[config.mk]
export PLATFORM = sky130hd
export DESIGN_NAME = cpm_regs
export DESIGN_NICKNAME = d
export VERILOG_FILES = /design/src/design/cpm_pkg.sv /design/src/design/cpm_cmp_flags.sv /design/src/design/cpm_stack.sv /design/src/design/cpm_regs.sv
export SDC_FILE = /design/constraint.sdc
export NUM_CORES = 1
export LEC_CHECK = 0
export ABC_CLOCK_PERIOD_IN_PS = 3500
export BUFFER_PORTS_ARGS = -buffer_cell sky130_fd_sc_hd__buf_2
export CAP_MARGIN = 40
export CELL_PAD_IN_SITES_DETAIL_PLACEMENT = 1
export CELL_PAD_IN_SITES_GLOBAL_PLACEMENT = 1
export CORE_MARGIN = 5
export CORE_UTILIZATION = 44
export DETAILED_ROUTE_END_ITERATION = 8
export GPL_TIMING_DRIVEN = 0
export PLACE_DENSITY = 0.87
export SLEW_MARGIN = 10
export SYNTH_ARGS = -nofsm -noshare
export SYNTH_HDL_FRONTEND = slang
export SYNTH_HIERARCHICAL = 1
export SYNTH_SLANG_ARGS = --single-unit
[constraint.sdc]
create_clock -name clk_sys_i -period 3.5 [get_ports clk_sys_i]
set_input_delay 0.525 -clock clk_sys_i [delete_from_list [all_inputs] [get_ports clk_sys_i]]
set_output_delay 0.525 -clock clk_sys_i [all_outputs]
set_load 0.02 [all_outputs]
[src/design/cpm_pkg.sv]
// Shared constants for the processor programming-model register set.
package cpm_pkg;

    // ------------------------------------------------------------
    // Register indices on the register port
    // ------------------------------------------------------------
    localparam int ADDR_W = 5;
    localparam logic [4:0] IDX_GPR_LAST = 5'h07;
    localparam logic [4:0] IDX_INSTR_PTR = 5'h08;
    localparam logic [4:0] IDX_ISP = 5'h09;
    localparam logic [4:0] IDX_USP = 5'h0a;
    localparam logic [4:0] IDX_FRAME = 5'h0b;
    localparam logic [4:0] IDX_STATIC = 5'h0c;
    localparam logic [4:0] IDX_ITB = 5'h0d;
    localparam logic [4:0] IDX_MODP = 5'h0e;
    localparam logic [4:0] IDX_STATUS = 5'h0f;
    localparam logic [4:0] IDX_CONFIG = 5'h10;

    // ------------------------------------------------------------
    // Operand sizes and pointer masks
    // ------------------------------------------------------------
    localparam logic [1:0] SIZE_BYTE = 2'h0;
    localparam logic [1:0] SIZE_WORD = 2'h1;
    localparam logic [1:0] SIZE_DWORD = 2'h2;
    localparam logic [31:0] PTR_MASK = 32'h00ff_ffff;
    localparam logic [31:0] MODP_MASK = 32'h0000_ffff;
    localparam logic [2:0] FRAME_LEN = 3'h4;

    // ------------------------------------------------------------
    // Status word layout and reset values
    // ------------------------------------------------------------
    // RULE24 fixed status layout
    localparam int ST_C = 0;
    localparam int ST_T = 1;
    localparam int ST_L = 2;
    localparam int ST_F = 5;
    localparam int ST_Z = 6;
    localparam int ST_N = 7;
    localparam int ST_U = 8;
    localparam int ST_S = 9;
    localparam int ST_P = 10;
    localparam int ST_I = 11;
    localparam logic [15:0] STATUS_RESET = 16'h0000;
    localparam logic [15:0] STATUS_USED = 16'h0fe7;

    // ------------------------------------------------------------
    // Configuration layout and reset value
    // ------------------------------------------------------------
    localparam int CF_I = 0;
    localparam int CF_F = 1;
    localparam int CF_M = 2;
    localparam int CF_C = 3;
    localparam logic [3:0] CONFIG_RESET = 4'h0;

endpackage

[src/design/cpm_cmp_flags.sv]
// Compare flag evaluation for integer and floating compares.
`timescale 1ns/1ps
`default_nettype none

module cpm_cmp_flags
    import cpm_pkg::*;
#(
    parameter int DW = 32
) (
    input wire logic [DW-1:0] first_i,
    input wire logic [DW-1:0] second_i,
    input wire logic is_float_i,
    output logic low_o,
    output logic zero_o,
    output logic neg_o
);

    // ------------------------------------------------------------
    // Flag logic
    // ------------------------------------------------------------
    always_comb begin
        // RULE9 unsigned low flag
        low_o = is_float_i ? 1'b0 : (second_i < first_i);
        // RULE10 equality flag
        zero_o = (second_i == first_i);
        // RULE11 signed less flag
        neg_o = ($signed(second_i) < $signed(first_i));
    end

endmodule
`default_nettype wire

[src/design/cpm_stack.sv]
// Interrupt and user stack pointers with push and pop adjustment.
`timescale 1ns/1ps
`default_nettype none

module cpm_stack
    import cpm_pkg::*;
(
    input wire logic clk_sys_i,
    input wire logic rstn_i,
    input wire logic ce_i,
    input wire logic sel_user_i,
    input wire logic push_i,
    input wire logic pop_i,
    input wire logic [2:0] len_i,
    input wire logic wr_isp_i,
    input wire logic wr_usp_i,
    input wire logic [31:0] wdata_i,
    output logic [31:0] isp_o,
    output logic [31:0] usp_o,
    output logic [31:0] active_o
);

    logic [31:0] next_active;

    // ------------------------------------------------------------
    // Pointer update
    // ------------------------------------------------------------
    always_comb begin
        // RULE3 stack select
        active_o = sel_user_i ? usp_o : isp_o;
        // RULE4 pre-decrement, post-increment
        next_active = active_o;
        if (push_i) begin
            next_active = active_o - {29'h0, len_i};
        end else if (pop_i) begin
            next_active = active_o + {29'h0, len_i};
        end
        next_active = next_active & PTR_MASK;
    end

    always_ff @(posedge clk_sys_i or negedge rstn_i) begin
        if (!rstn_i) begin
            isp_o <= 32'h0;
            usp_o <= 32'h0;
        end else if (ce_i) begin
            // RULE2 upper byte zero
            if (wr_isp_i) begin
                isp_o <= wdata_i & PTR_MASK;
            end else if (!sel_user_i && (push_i || pop_i)) begin
                isp_o <= next_active;
            end
            if (wr_usp_i) begin
                usp_o <= wdata_i & PTR_MASK;
            end else if (sel_user_i && (push_i || pop_i)) begin
                usp_o <= next_active;
            end
        end
    end
endmodule
`default_nettype wire

[src/design/cpm_regs.sv]
// Programming-model register set: general, dedicated, status, config.
//
// The register addresses and the address-and-strobe port were decided locally.
`timescale 1ns/1ps
`default_nettype none

// Functional notes
// RULE1: Eight 32-bit general registers; byte and word writes keep upper bits.
// RULE2: Instruction, stack, frame, static and table pointers keep top byte zero.
// RULE3: Status S bit 0 selects interrupt stack, 1 selects user stack.
// RULE4: Push pre-decrements, pop post-increments active stack by length.
// RULE5: Module pointer is 16 bits wide.
// RULE6: Status low byte open to all; high byte only in supervisor.
// RULE7: Carry set on add or subtract carry or borrow, else cleared.
// RULE8: Trace bit set causes a trace trap after each instruction.
// RULE9: Integer compare sets low flag on unsigned less; float clears it.
// RULE10: Compare sets zero flag when operands are equal.
// RULE11: Compare sets negative flag on signed less.
// RULE12: General flag written by instructions; arithmetic marks overflow.
// RULE13: User mode refuses privileged ops and protected writes.
// RULE14: Interrupt or trap entry clears stack select.
// RULE15: Trace pending bit allows at most one trace trap per instruction.
// RULE16: Interrupt enable gates maskable requests; NMI always taken.
// RULE17: Four-bit configuration loaded only by configuration instruction.
// RULE18: Privilege output high in user mode, low in supervisor.
// RULE19: Instruction pointer holds first byte address of current instruction.
// RULE20: Frame pointer loaded on procedure entry, restored on exit.
// RULE21: Configuration interrupt bit selects vectored maskable interrupts.
// RULE22: Missing coprocessor bits make their instructions trap undefined.
// RULE23: Masked pointer writes drop top byte; reads return zero there.
// RULE24: Status and configuration bit positions fixed in the package.

module cpm_regs
    import cpm_pkg::*;
(
    input wire logic clk_sys_i,
    input wire logic rstn_i,
    input wire logic ce_i,
    input wire logic [ADDR_W-1:0] reg_addr_i,
    input wire logic [1:0] reg_size_i,
    input wire logic [31:0] reg_wdata_i,
    input wire logic reg_we_i,
    input wire logic reg_re_i,
    output logic [31:0] reg_rdata_o,
    output logic reg_denied_o,
    input wire logic instr_start_i,
    input wire logic [31:0] instr_addr_i,
    input wire logic instr_done_i,
    output logic trace_trap_o,
    input wire logic cmp_i,
    input wire logic cmp_float_i,
    input wire logic [31:0] cmp_first_i,
    input wire logic [31:0] cmp_second_i,
    input wire logic arith_i,
    input wire logic carry_i,
    input wire logic overflow_i,
    input wire logic flag_wr_i,
    input wire logic flag_val_i,
    output logic carry_o,
    input wire logic stk_push_i,
    input wire logic stk_pop_i,
    input wire logic [2:0] stk_len_i,
    output logic [31:0] sp_o,
    input wire logic frame_enter_i,
    input wire logic frame_exit_i,
    input wire logic [31:0] frame_restore_i,
    input wire logic exc_entry_i,
    input wire logic priv_op_i,
    output logic priv_trap_o,
    input wire logic int_n_i,
    input wire logic nmi_n_i,
    output logic irq_take_o,
    output logic nmi_take_o,
    output logic irq_vectored_o,
    input wire logic float_op_i,
    input wire logic mmu_op_i,
    input wire logic cust_op_i,
    output logic undef_trap_o,
    input wire logic load_configuration_instruction_i,
    input wire logic [3:0] cfg_data_i,
    output logic user_mode_o
);

    logic [31:0] gpr [0:7];
    logic [31:0] instr_ptr;
    logic [31:0] frame_pointer;
    logic [31:0] static_base;
    logic [31:0] itb;
    logic [15:0] module_pointer;
    logic [15:0] status;
    logic [3:0] sys_config;
    logic [31:0] isp;
    logic [31:0] usp;
    logic [31:0] active_sp;
    logic [1:0] int_sync;
    logic [1:0] nmi_sync;
    logic nmi_seen;
    logic wr_ok;
    logic user_mode;
    logic cmp_low;
    logic cmp_zero;
    logic cmp_neg;

    // ------------------------------------------------------------
    // Decode helpers
    // ------------------------------------------------------------
    function automatic logic is_protected(input logic [4:0] idx);
        is_protected = (idx == IDX_INSTR_PTR) || (idx == IDX_ISP) ||
                       (idx == IDX_ITB) || (idx == IDX_CONFIG);
    endfunction

    function automatic logic [31:0] sized(input logic [31:0] old_v,
                                          input logic [31:0] new_v,
                                          input logic [1:0] size);
        case (size)
            SIZE_BYTE: sized = {old_v[31:8], new_v[7:0]};
            SIZE_WORD: sized = {old_v[31:16], new_v[15:0]};
            default: sized = new_v;
        endcase
    endfunction

    function automatic logic [31:0] read_sized(input logic [31:0] v,
                                               input logic [1:0] size);
        case (size)
            SIZE_BYTE: read_sized = {24'h0, v[7:0]};
            SIZE_WORD: read_sized = {16'h0, v[15:0]};
            default: read_sized = v;
        endcase
    endfunction

    assign user_mode = status[ST_U];
    // RULE13 protected writes refused
    assign wr_ok = reg_we_i && !(user_mode && is_protected(reg_addr_i));

    // ------------------------------------------------------------
    // Submodules
    // ------------------------------------------------------------
    cpm_cmp_flags #(
        .DW(32)
    ) u_cmp (
        .first_i(cmp_first_i),
        .second_i(cmp_second_i),
        .is_float_i(cmp_float_i),
        .low_o(cmp_low),
        .zero_o(cmp_zero),
        .neg_o(cmp_neg)
    );

    cpm_stack u_stack (
        .clk_sys_i(clk_sys_i),
        .rstn_i(rstn_i),
        .ce_i(ce_i),
        .sel_user_i(status[ST_S]),
        .push_i(stk_push_i || frame_enter_i),
        .pop_i(stk_pop_i || frame_exit_i),
        .len_i(frame_enter_i || frame_exit_i ? FRAME_LEN : stk_len_i),
        .wr_isp_i(wr_ok && reg_addr_i == IDX_ISP),
        .wr_usp_i(wr_ok && reg_addr_i == IDX_USP),
        .wdata_i(reg_wdata_i),
        .isp_o(isp),
        .usp_o(usp),
        .active_o(active_sp)
    );

    // ------------------------------------------------------------
    // General registers
    // ------------------------------------------------------------
    generate
        for (genvar g = 0; g < 8; g++) begin : g_gpr
            always_ff @(posedge clk_sys_i or negedge rstn_i) begin
                if (!rstn_i) begin
                    gpr[g] <= 32'h0;
                end else if (ce_i && wr_ok && reg_addr_i == 5'(g)) begin
                    // RULE1 sized write keeps upper part
                    gpr[g] <= sized(gpr[g], reg_wdata_i, reg_size_i);
                end
            end
        end
    endgenerate

    // ------------------------------------------------------------
    // Dedicated pointers
    // ------------------------------------------------------------
    always_ff @(posedge clk_sys_i or negedge rstn_i) begin
        if (!rstn_i) begin
            instr_ptr <= 32'h0;
            static_base <= 32'h0;
            itb <= 32'h0;
            module_pointer <= 16'h0;
        end else if (ce_i) begin
            // RULE19 address of current instruction
            if (instr_start_i) begin
                instr_ptr <= instr_addr_i & PTR_MASK;
            end else if (wr_ok && reg_addr_i == IDX_INSTR_PTR) begin
                instr_ptr <= reg_wdata_i & PTR_MASK;
            end
            // RULE23 upper byte discarded
            if (wr_ok && reg_addr_i == IDX_STATIC) begin
                static_base <= reg_wdata_i & PTR_MASK;
            end
            if (wr_ok && reg_addr_i == IDX_ITB) begin
                itb <= reg_wdata_i & PTR_MASK;
            end
            // RULE5 sixteen-bit module pointer
            if (wr_ok && reg_addr_i == IDX_MODP) begin
                module_pointer <= reg_wdata_i[15:0];
            end
        end
    end

    always_ff @(posedge clk_sys_i or negedge rstn_i) begin
        if (!rstn_i) begin
            frame_pointer <= 32'h0;
        end else if (ce_i) begin
            // RULE20 frame entry and exit
            if (frame_enter_i) begin
                frame_pointer <= (active_sp - 32'h4) & PTR_MASK;
            end else if (frame_exit_i) begin
                frame_pointer <= frame_restore_i & PTR_MASK;
            end else if (wr_ok && reg_addr_i == IDX_FRAME) begin
                frame_pointer <= reg_wdata_i & PTR_MASK;
            end
        end
    end

    // ------------------------------------------------------------
    // Status word
    // ------------------------------------------------------------
    always_ff @(posedge clk_sys_i or negedge rstn_i) begin
        if (!rstn_i) begin
            status <= STATUS_RESET;
        end else if (ce_i) begin
            // RULE6 high byte supervisor only
            if (wr_ok && reg_addr_i == IDX_STATUS) begin
                status[7:0] <= reg_wdata_i[7:0] & STATUS_USED[7:0];
                if (!user_mode) begin
                    status[15:8] <= reg_wdata_i[15:8] & STATUS_USED[15:8];
                end
            end
            // RULE7 carry from arithmetic
            if (arith_i) begin
                status[ST_C] <= carry_i;
            end
            // RULE12 general flag
            if (arith_i) begin
                status[ST_F] <= overflow_i;
            end else if (flag_wr_i) begin
                status[ST_F] <= flag_val_i;
            end
            // RULE9 RULE10 RULE11 compare flags
            if (cmp_i) begin
                status[ST_L] <= cmp_low;
                status[ST_Z] <= cmp_zero;
                status[ST_N] <= cmp_neg;
            end
            // RULE15 trace pending bit
            if (instr_start_i && status[ST_T]) begin
                status[ST_P] <= 1'b1;
            end else if (instr_done_i) begin
                status[ST_P] <= 1'b0;
            end
            // RULE14 entry selects interrupt stack
            if (exc_entry_i) begin
                status[ST_S] <= 1'b0;
            end
        end
    end

    // ------------------------------------------------------------
    // Configuration
    // ------------------------------------------------------------
    always_ff @(posedge clk_sys_i or negedge rstn_i) begin
        if (!rstn_i) begin
            sys_config <= CONFIG_RESET;
        end else if (ce_i && load_configuration_instruction_i && !user_mode) begin
            // RULE17 loaded by configuration instruction only
            sys_config <= cfg_data_i;
        end
    end

    // ------------------------------------------------------------
    // Register read port
    // ------------------------------------------------------------
    always_ff @(posedge clk_sys_i or negedge rstn_i) begin
        if (!rstn_i) begin
            reg_rdata_o <= 32'h0;
            reg_denied_o <= 1'b0;
        end else if (ce_i) begin
            reg_denied_o <= reg_we_i && !wr_ok;
            if (reg_re_i) begin
                case (reg_addr_i)
                    IDX_INSTR_PTR: reg_rdata_o <= instr_ptr;
                    IDX_ISP: reg_rdata_o <= isp;
                    IDX_USP: reg_rdata_o <= usp;
                    IDX_FRAME: reg_rdata_o <= frame_pointer;
                    IDX_STATIC: reg_rdata_o <= static_base;
                    IDX_ITB: reg_rdata_o <= itb;
                    IDX_MODP: reg_rdata_o <= {16'h0, module_pointer};
                    IDX_STATUS: reg_rdata_o <= {16'h0, status};
                    IDX_CONFIG: reg_rdata_o <= {28'h0, sys_config};
                    default: begin
                        if (reg_addr_i <= IDX_GPR_LAST) begin
                            reg_rdata_o <= read_sized(gpr[reg_addr_i[2:0]],
                                                      reg_size_i);
                        end else begin
                            reg_rdata_o <= 32'h0;
                        end
                    end
                endcase
            end
        end
    end

    // ------------------------------------------------------------
    // Interrupt pins, traps and status outputs
    // ------------------------------------------------------------
    always_ff @(posedge clk_sys_i or negedge rstn_i) begin
        if (!rstn_i) begin
            int_sync <= 2'h3;
            nmi_sync <= 2'h3;
            nmi_seen <= 1'b0;
            irq_take_o <= 1'b0;
            nmi_take_o <= 1'b0;
            irq_vectored_o <= 1'b0;
        end else if (ce_i) begin
            int_sync <= {int_sync[0], int_n_i};
            nmi_sync <= {nmi_sync[0], nmi_n_i};
            nmi_seen <= !nmi_sync[1];
            // RULE16 maskable gated by enable
            irq_take_o <= !int_sync[1] && status[ST_I];
            nmi_take_o <= !nmi_sync[1] && !nmi_seen;
            // RULE21 vectored mode select
            irq_vectored_o <= sys_config[CF_I];
        end
    end

    always_ff @(posedge clk_sys_i or negedge rstn_i) begin
        if (!rstn_i) begin
            trace_trap_o <= 1'b0;
            priv_trap_o <= 1'b0;
            undef_trap_o <= 1'b0;
            carry_o <= 1'b0;
            sp_o <= 32'h0;
        end else if (ce_i) begin
            // RULE8 trace trap at instruction end
            trace_trap_o <= instr_done_i && status[ST_P];
            // RULE13 privileged operation refused
            priv_trap_o <= priv_op_i && user_mode;
            // RULE22 absent coprocessor traps
            undef_trap_o <= (float_op_i && !sys_config[CF_F]) ||
                            (mmu_op_i && !sys_config[CF_M]) ||
                            (cust_op_i && !sys_config[CF_C]);
            carry_o <= arith_i ? carry_i : status[ST_C];
            sp_o <= active_sp;
        end
    end

    // RULE18 privilege output
    assign user_mode_o = status[ST_U];
endmodule
`default_nettype wire

# Word level (Yosys, flattened, before mapping)
# Index checks and enable logic that the tools add are counted.
dict set report totals {
  mem_bits_ro 0
  n_memories 0
  ram_bits 0
  output_inout_bits 73
  latch_bits 0
  regBits 539
  in_bits 200
  elab_cells 208
}
dict set report op_classes {
  n_mul 0
  n_lt_le_gt_ge 4
  n_shift 0
  n_eq_ne 20
  n_mux 32
  bitwise_logic 4
  div 0
  reduce_logical 93
  add_sub_neg 3
}
# operator n
set ops {}
lappend ops {{two-way mux 32 bit} 13}
lappend ops {{case mux 32 bit (9 select lines)} 1}
lappend ops {{case mux 32 bit (2 select lines)} 2}
lappend ops {{binary-select mux 32 bit (select 3 bit)} 1}
lappend ops {{< comparator 32 bit} 2}
lappend ops {{two-way mux 24 bit} 2}
lappend ops {{== test 5 x 4 -> 1 bit (second input constant)} 8}
lappend ops {{AND reduction 2 bit} 20}
lappend ops {{AND reduction 3 bit} 11}
lappend ops {{== test 32 bit} 1}
lappend ops {{logical AND 1 bit} 32}
lappend ops {{adder 24 x 3 -> 24 bit} 1}
lappend ops {{subtractor 24 x 3 -> 24 bit} 1}
lappend ops {{subtractor 24 x 3 -> 24 bit (second input constant)} 1}
lappend ops {{== test 5 x 3 -> 1 bit (second input constant)} 4}
lappend ops {{nonzero test 2 bit} 6}
lappend ops {{two-way mux 11 bit} 1}
lappend ops {{== test 5 x 2 -> 1 bit (second input constant)} 2}
lappend ops {{zero test 1 bit} 10}
lappend ops {{logical OR 1 bit} 9}
lappend ops {{two-way mux 1 bit} 9}
lappend ops {{nonzero test 3 bit} 3}
lappend ops {{two-way mux 3 bit} 2}
lappend ops {{== test 5 x 1 -> 1 bit (second input constant)} 1}
lappend ops {{11 further kinds} 13}

# Logic depth before layout (Yosys ltp)
dict set report depth {
  depth_word 11
  depth_mapped 15
  depth_no_buf 11
}

# By module
# The synthesis kept the hierarchy.
# mod cells_per_inst area_each_um2 seq_area_each_um2 n_inst
set by_module_without_submodules {}
lappend by_module_without_submodules {cpm_regs 1658 22133.7 11491.0 1}
lappend by_module_without_submodules {cpm_stack 496 4215.3 1201.2 1}
lappend by_module_without_submodules {cpm_cmp_flags 115 817.0 0.0 1}

# Worst setup path after synthesis
# No wires, ideal clock.
dict set report synth_path {
  kind {input to register}
  start {input frame_exit_i}
  end {register u_stack.usp_o[17]}
  n_path_buf 3
  path_slack_ns -0.024
  arrival_ns 3.398
  required_ns 3.374
  stages 12
  path_cell_list {clkbuf_1 > clkbuf_1 > clkbuf_1 > or3_1 > inv_1 > ha_1 > or3b_1 > a311oi_2 > and2_1 > o221ai_1 > xnor2_1 > a221o_1}
}
dict set report synth_via {
  elab_chain_cells 7
}
# element line
set synth_lines {}
lappend synth_lines {{start, declared} cpm_regs.sv:65} ;# input wire logic frame_exit_i,
lappend synth_lines {{logical OR 1 bit} cpm_regs.sv:156} ;# .len_i(frame_enter_i || frame_exit_i ? FRAME_LEN : stk_len_i),
lappend synth_lines {{two-way mux 3 bit} cpm_regs.sv:156}
lappend synth_lines {{adder 24 x 3 -> 24 bit} cpm_stack.sv:36} ;# next_active = active_o + {29'h0, len_i};
lappend synth_lines {{two-way mux 24 bit} cpm_stack.sv:35} ;# end else if (pop_i) begin
lappend synth_lines {{two-way mux 24 bit} cpm_stack.sv:33} ;# if (push_i) begin
lappend synth_lines {{two-way mux 32 bit} cpm_stack.sv:54} ;# end else if (sel_user_i && (push_i || pop_i)) begin
lappend synth_lines {{two-way mux 32 bit} cpm_stack.sv:52} ;# if (wr_usp_i) begin
lappend synth_lines {{end signal, assigned} cpm_stack.sv:53} ;# usp_o <= wdata_i & PTR_MASK;
lappend synth_lines {{end signal, assigned} cpm_stack.sv:55} ;# usp_o <= next_active;
lappend synth_lines {{end, declared} cpm_stack.sv:19} ;# output logic [31:0] usp_o,
# Several ways; a longest one is shown, not always the timed one. The select of a mux whose other input is x is not followed.
# A chain may end at the register's enable or synchronous reset.

# Worst setup path in the final report
dict set report layout_path {
  start {register status[9]}
  end {register u_stack.isp_o[16]}
}
dict set report layout_via {
  elab_chain_cells 6
}
# element line
set layout_lines {}
lappend layout_lines {{start, declared} cpm_regs.sv:90} ;# logic [15:0] status;
lappend layout_lines {{start signal, assigned} cpm_regs.sv:237} ;# status[15:8] <= reg_wdata_i[15:8] & STATUS_USED[15:8];
lappend layout_lines {{start signal, assigned by index} cpm_regs.sv:242} ;# status[ST_C] <= carry_i;
lappend layout_lines {{start signal, assigned by index} cpm_regs.sv:246} ;# status[ST_F] <= overflow_i;
lappend layout_lines {{two-way mux 32 bit} cpm_stack.sv:30} ;# active_o = sel_user_i ? usp_o : isp_o;
lappend layout_lines {{adder 24 x 3 -> 24 bit} cpm_stack.sv:36}
lappend layout_lines {{two-way mux 24 bit} cpm_stack.sv:35}
lappend layout_lines {{two-way mux 24 bit} cpm_stack.sv:33}
lappend layout_lines {{two-way mux 32 bit} cpm_stack.sv:49} ;# end else if (!sel_user_i && (push_i || pop_i)) begin
lappend layout_lines {{two-way mux 32 bit} cpm_stack.sv:47} ;# if (wr_isp_i) begin
lappend layout_lines {{end signal, assigned} cpm_stack.sv:48} ;# isp_o <= wdata_i & PTR_MASK;
lappend layout_lines {{end signal, assigned} cpm_stack.sv:50} ;# isp_o <= next_active;
lappend layout_lines {{end, declared} cpm_stack.sv:18} ;# output logic [31:0] isp_o,
# Several ways; a longest one is shown, not always the timed one. The select of a mux whose other input is x is not followed.

==> flow_metrics.py <==
metrics = {
    "timing": {
        "slew_viol_final": 0,
        "fmax_mhz": 294,
        "rsz0062_at_grt": "no",
        "post-route-period-util_pct": 97.2,
        "worstMarginPinSlew_ps": 910,
        "maxSlewHeadroom_pct": 39.3,
        "hold_viol": 0,
        "final.setup.tns_ps": 0,
        "post-route-min-period_ps": 3400,
        "setup_viol": 0,
        "clock_skew_ps": 25.1,
    },
    "floorplanning": {
        "ioPinCount": 273,
        "fp.dieH_um": 258,
        "die_w_um": 258,
        "die-area_um2": 66800,
        "coreArea_um2": 61500,
        "initial_utilization_pct": 44.2,
        "std_cell_rows": 91,
    },
    "critical_path": {
        "crit_start": "status[9]",
        "r2r-start": "status[9]",
        "path_buf_inv": 4,
        "reg2reg_depth": 13,
        "slowest_delay_ps": 530,
        "cp.depth": 13,
        "critPathMaxFanout": 10,
        "arrival_ps": 3900,
        "cp-start-kind": "flip-flop",
        "worstPathRequired_ps": 4000,
        "critPathKind": "reg2reg",
        "cpMostUsedCell": "buf_8",
        "cp-end-kind": "flip-flop",
        "cp_cell_sequence": "buf_8 -> buf_12 -> buf_8 -> mux2i_4 -> ha_2 -> inv_1 -> fa_1 -> nand2_1 -> nand2_2 -> or4_1 -> o22a_1 -> mux2i_1 -> nand3_1",
        "path_delay_family": "simple AND/OR/NAND/NOR gates",
        "cp_slowest_cell": "or4_1",
    },
    "global_routing": {
        "grt_use_total_pct": 31.5,
        "grt_antenna_before_repair": 11,
        "grt-busiest-layer": "met2",
        "grt_pass1_wl_um": 159000,
        "gr-usage-met3_pct": 8.03,
        "grt-ovfl-total": 0,
        "grt_use_met1_pct": 39.3,
        "grt_pass1_vias": 24475,
        "grt_max_degree": 106,
        "grtUsageMet2_pct": 51.6,
    },
    "final_layout": {
        "area_growth_pct": 16.8,
        "nNetsFinal": 2860,
        "fin_util_pct": 51.6,
        "drive_above_1_share_pct": 36.6,
    },
    "logic_synthesis": {
        "synthArstFlopShare_pct": 100,
        "synth_edf_count": 0,
        "synth.area.top_cells": "dfrtp_1 (46%), mux2_2 (15%), mux4_2 (4.7%)",
        "synth_top_cell_by_area": "dfrtp_1",
        "yosys-top-cells-count": "dfrtp_1 (503), mux2_2 (365), nand2_1 (107)",
        "synth.most_common_cell": "dfrtp_1",
        "synthCells": 2269,
        "synth_flop_cell": "dfrtp_1",
        "synth_warnings": 6,
        "syn_area_per_cell_um2": 12.0,
        "ys_ff_latch": 507,
        "netlist_area_um2": 27200,
        "ys_seq_area_share_pct": 46.7,
        "synthDistinctLibCells": 98,
        "synth_top_area_share_pct": 46.3,
    },
    "clock_tree": {
        "clock_latency_ps": 630,
        "cts.htree.levels": 2,
        "cts_tree": "yes",
        "clockBufferDepth": 3,
        "clk_pin_slew_worst_paths_ps": 70,
        "root_buffer": "clkbuf_16",
        "cts_made_buffers": 54,
        "cts_sinks": 507,
    },
    "route": {
        "routed_wl_um": 108000,
        "remaining_drc_errors": 0,
        "vias": 22376,
        "drt_iter0_drc": 2157,
        "via_per_inst": 6.48,
        "ant_nets": 0,
        "avgRoutedWirePerCell_um": 31.3,
        "first_pass_iters": 5,
    },
    "hold_path": {
        "min_path_type": "in2reg",
        "worstHoldStart": "cfg_data_i[3]",
        "hold_path_depth": 2,
    },
    "placement": {
        "hpwl_um": 78800,
        "io_buffers": 254,
        "gp_congestion": 0.965,
    },
    "outcome": {
        "outcome": "finished, final reports clean",
    },
    "power_and_ir_drop": {
        "peakVddDrop_mv": 0.373,
        "p_leak_nw": 14.9,
        "p_per_area_nw_per_um2": 588,
    },
    "run": {
        "cap_violations": 0,
    },
}
[worst reg2reg max path: stages, from the launching register on]
cell,delay [ps]
dfrtp_2,420
buf_8,180
buf_12,140
buf_8,180
mux2i_4,310
ha_2,250
inv_1,60
fa_1,430
nand2_1,110
nand2_2,150
or4_1,530
o22a_1,260
mux2i_1,170
nand3_1,100
[routing by layer]
metal | vias up | wire length [um]
li1 | 9110 | -
met1 | 11589 | 41000
met2 | 1269 | 50900
met3 | 400 | 9960
met4 | 8 | 6200
met5 | - | 55
[power breakdown]
| part | switching [mW] | internal [mW] |
|---|---|---|
| sequential | 1.02 | 6.81 |
| combinational | 2.81 | 1.91 |
| clock | 2.60 | 3.49 |
| total | 6.44 | 12.2 |
[flip-flops by register name, indices dropped and copies added (netlist names)]
name and cells:
u_stack/isp_o 24, static_base 24, gpr 256, undef_trap_o 1, int_sync 2, status 10, sys_config 4, trace_trap_o 1
irq_take_o 1, instr_ptr 24, frame_pointer 24, nmi_take_o 1, u_stack/usp_o 24, nmi_sync 2, irq_vectored_o 1, nmi_seen 1
reg_denied_o 1, priv_trap_o 1, sp_o 32, reg_rdata_o 32, itb 24, carry_o 1, module_pointer 16
[final cells by class]
type,count,area (um2)
Fill cell,6419,29700
Multi-Input combinational cell,1545,13500
Sequential cell,507,12700
Timing Repair Buffer,273,1530
Clock buffer,71,1510
Tap cell,790,988
Buffer,170,927
Clock inverter,23,332
Inverter,67,251
Antenna cell,7,17.5
[kinds of logic (layout without fill, tap and decap cells)]
kind of cell / after synthesis / count (layout) / share of synthesized area (%)
other: 1 / 31 / 0.0138
flip-flops: 507 / 507 / 46.7
XOR/XNOR: 36 / 36 / 1.16
adder cells (fa/ha/maj): 42 / 42 / 1.99
multiplexers: 552 / 552 / 25.1
AO/OA/AOI/OAI: 406 / 406 / 10.6
AND/OR/NAND/NOR: 485 / 485 / 10.2
buffers and inverters: 240 / 604 / 4.29
[layout by cell type, fill, tap and decap left out, drive strengths merged, types with 40 or more instances in the layout]
master / synthesis / layout
nand2: 108 / 108
ha: 40 / 40
o21ai: 94 / 94
and3: 51 / 51
nor3: 49 / 49
mux2i: 109 / 109
clkbuf: 76 / 145
buf: 97 / 368
a21oi: 74 / 74
mux4: 57 / 57
nor2: 88 / 88
dfrtp: 503 / 503
mux2: 386 / 386
nand3: 44 / 44
inv: 67 / 69
[worst paths after layout]
check	to	slack, ps
max	u_stack/isp_o[16]	100
max in group asynchronous	gpr[185]	1580
min reg2reg	reg_rdata_o[13]	490
min	sys_config[3]	130
max reg2reg	u_stack/isp_o[16]	100
min in group asynchronous	sp_o[8]	520
[stage by stage]
step	std cells	setup WS [ps]	instance area (um2)	power, mW	hold WS [ps]
2_1_floorplan	2292	31.7	27300	10.4	229
3_3_place_gp	3336	-8020	29500	12.1	468
3_5_place_dp	3342	-1020	29700	12.4	479
4_1_cts	3439	-0.205	31600	18.5	116
5_1_grt	3447	11.7	31700	19.3	120
6_report	3453	97.0	31700	18.6	130
[timing repair]
item / in CTS / in global routing
hold endpoints to repair: 25 / 0
hold buffers: 1 / 0
setup endpoints to repair: 59 / 29
gates resized for setup: 16 / 17
setup buffers: 4 / 7
pin swaps: 2 / 6
No activity file was read; power rests on OpenSTA's default activity.
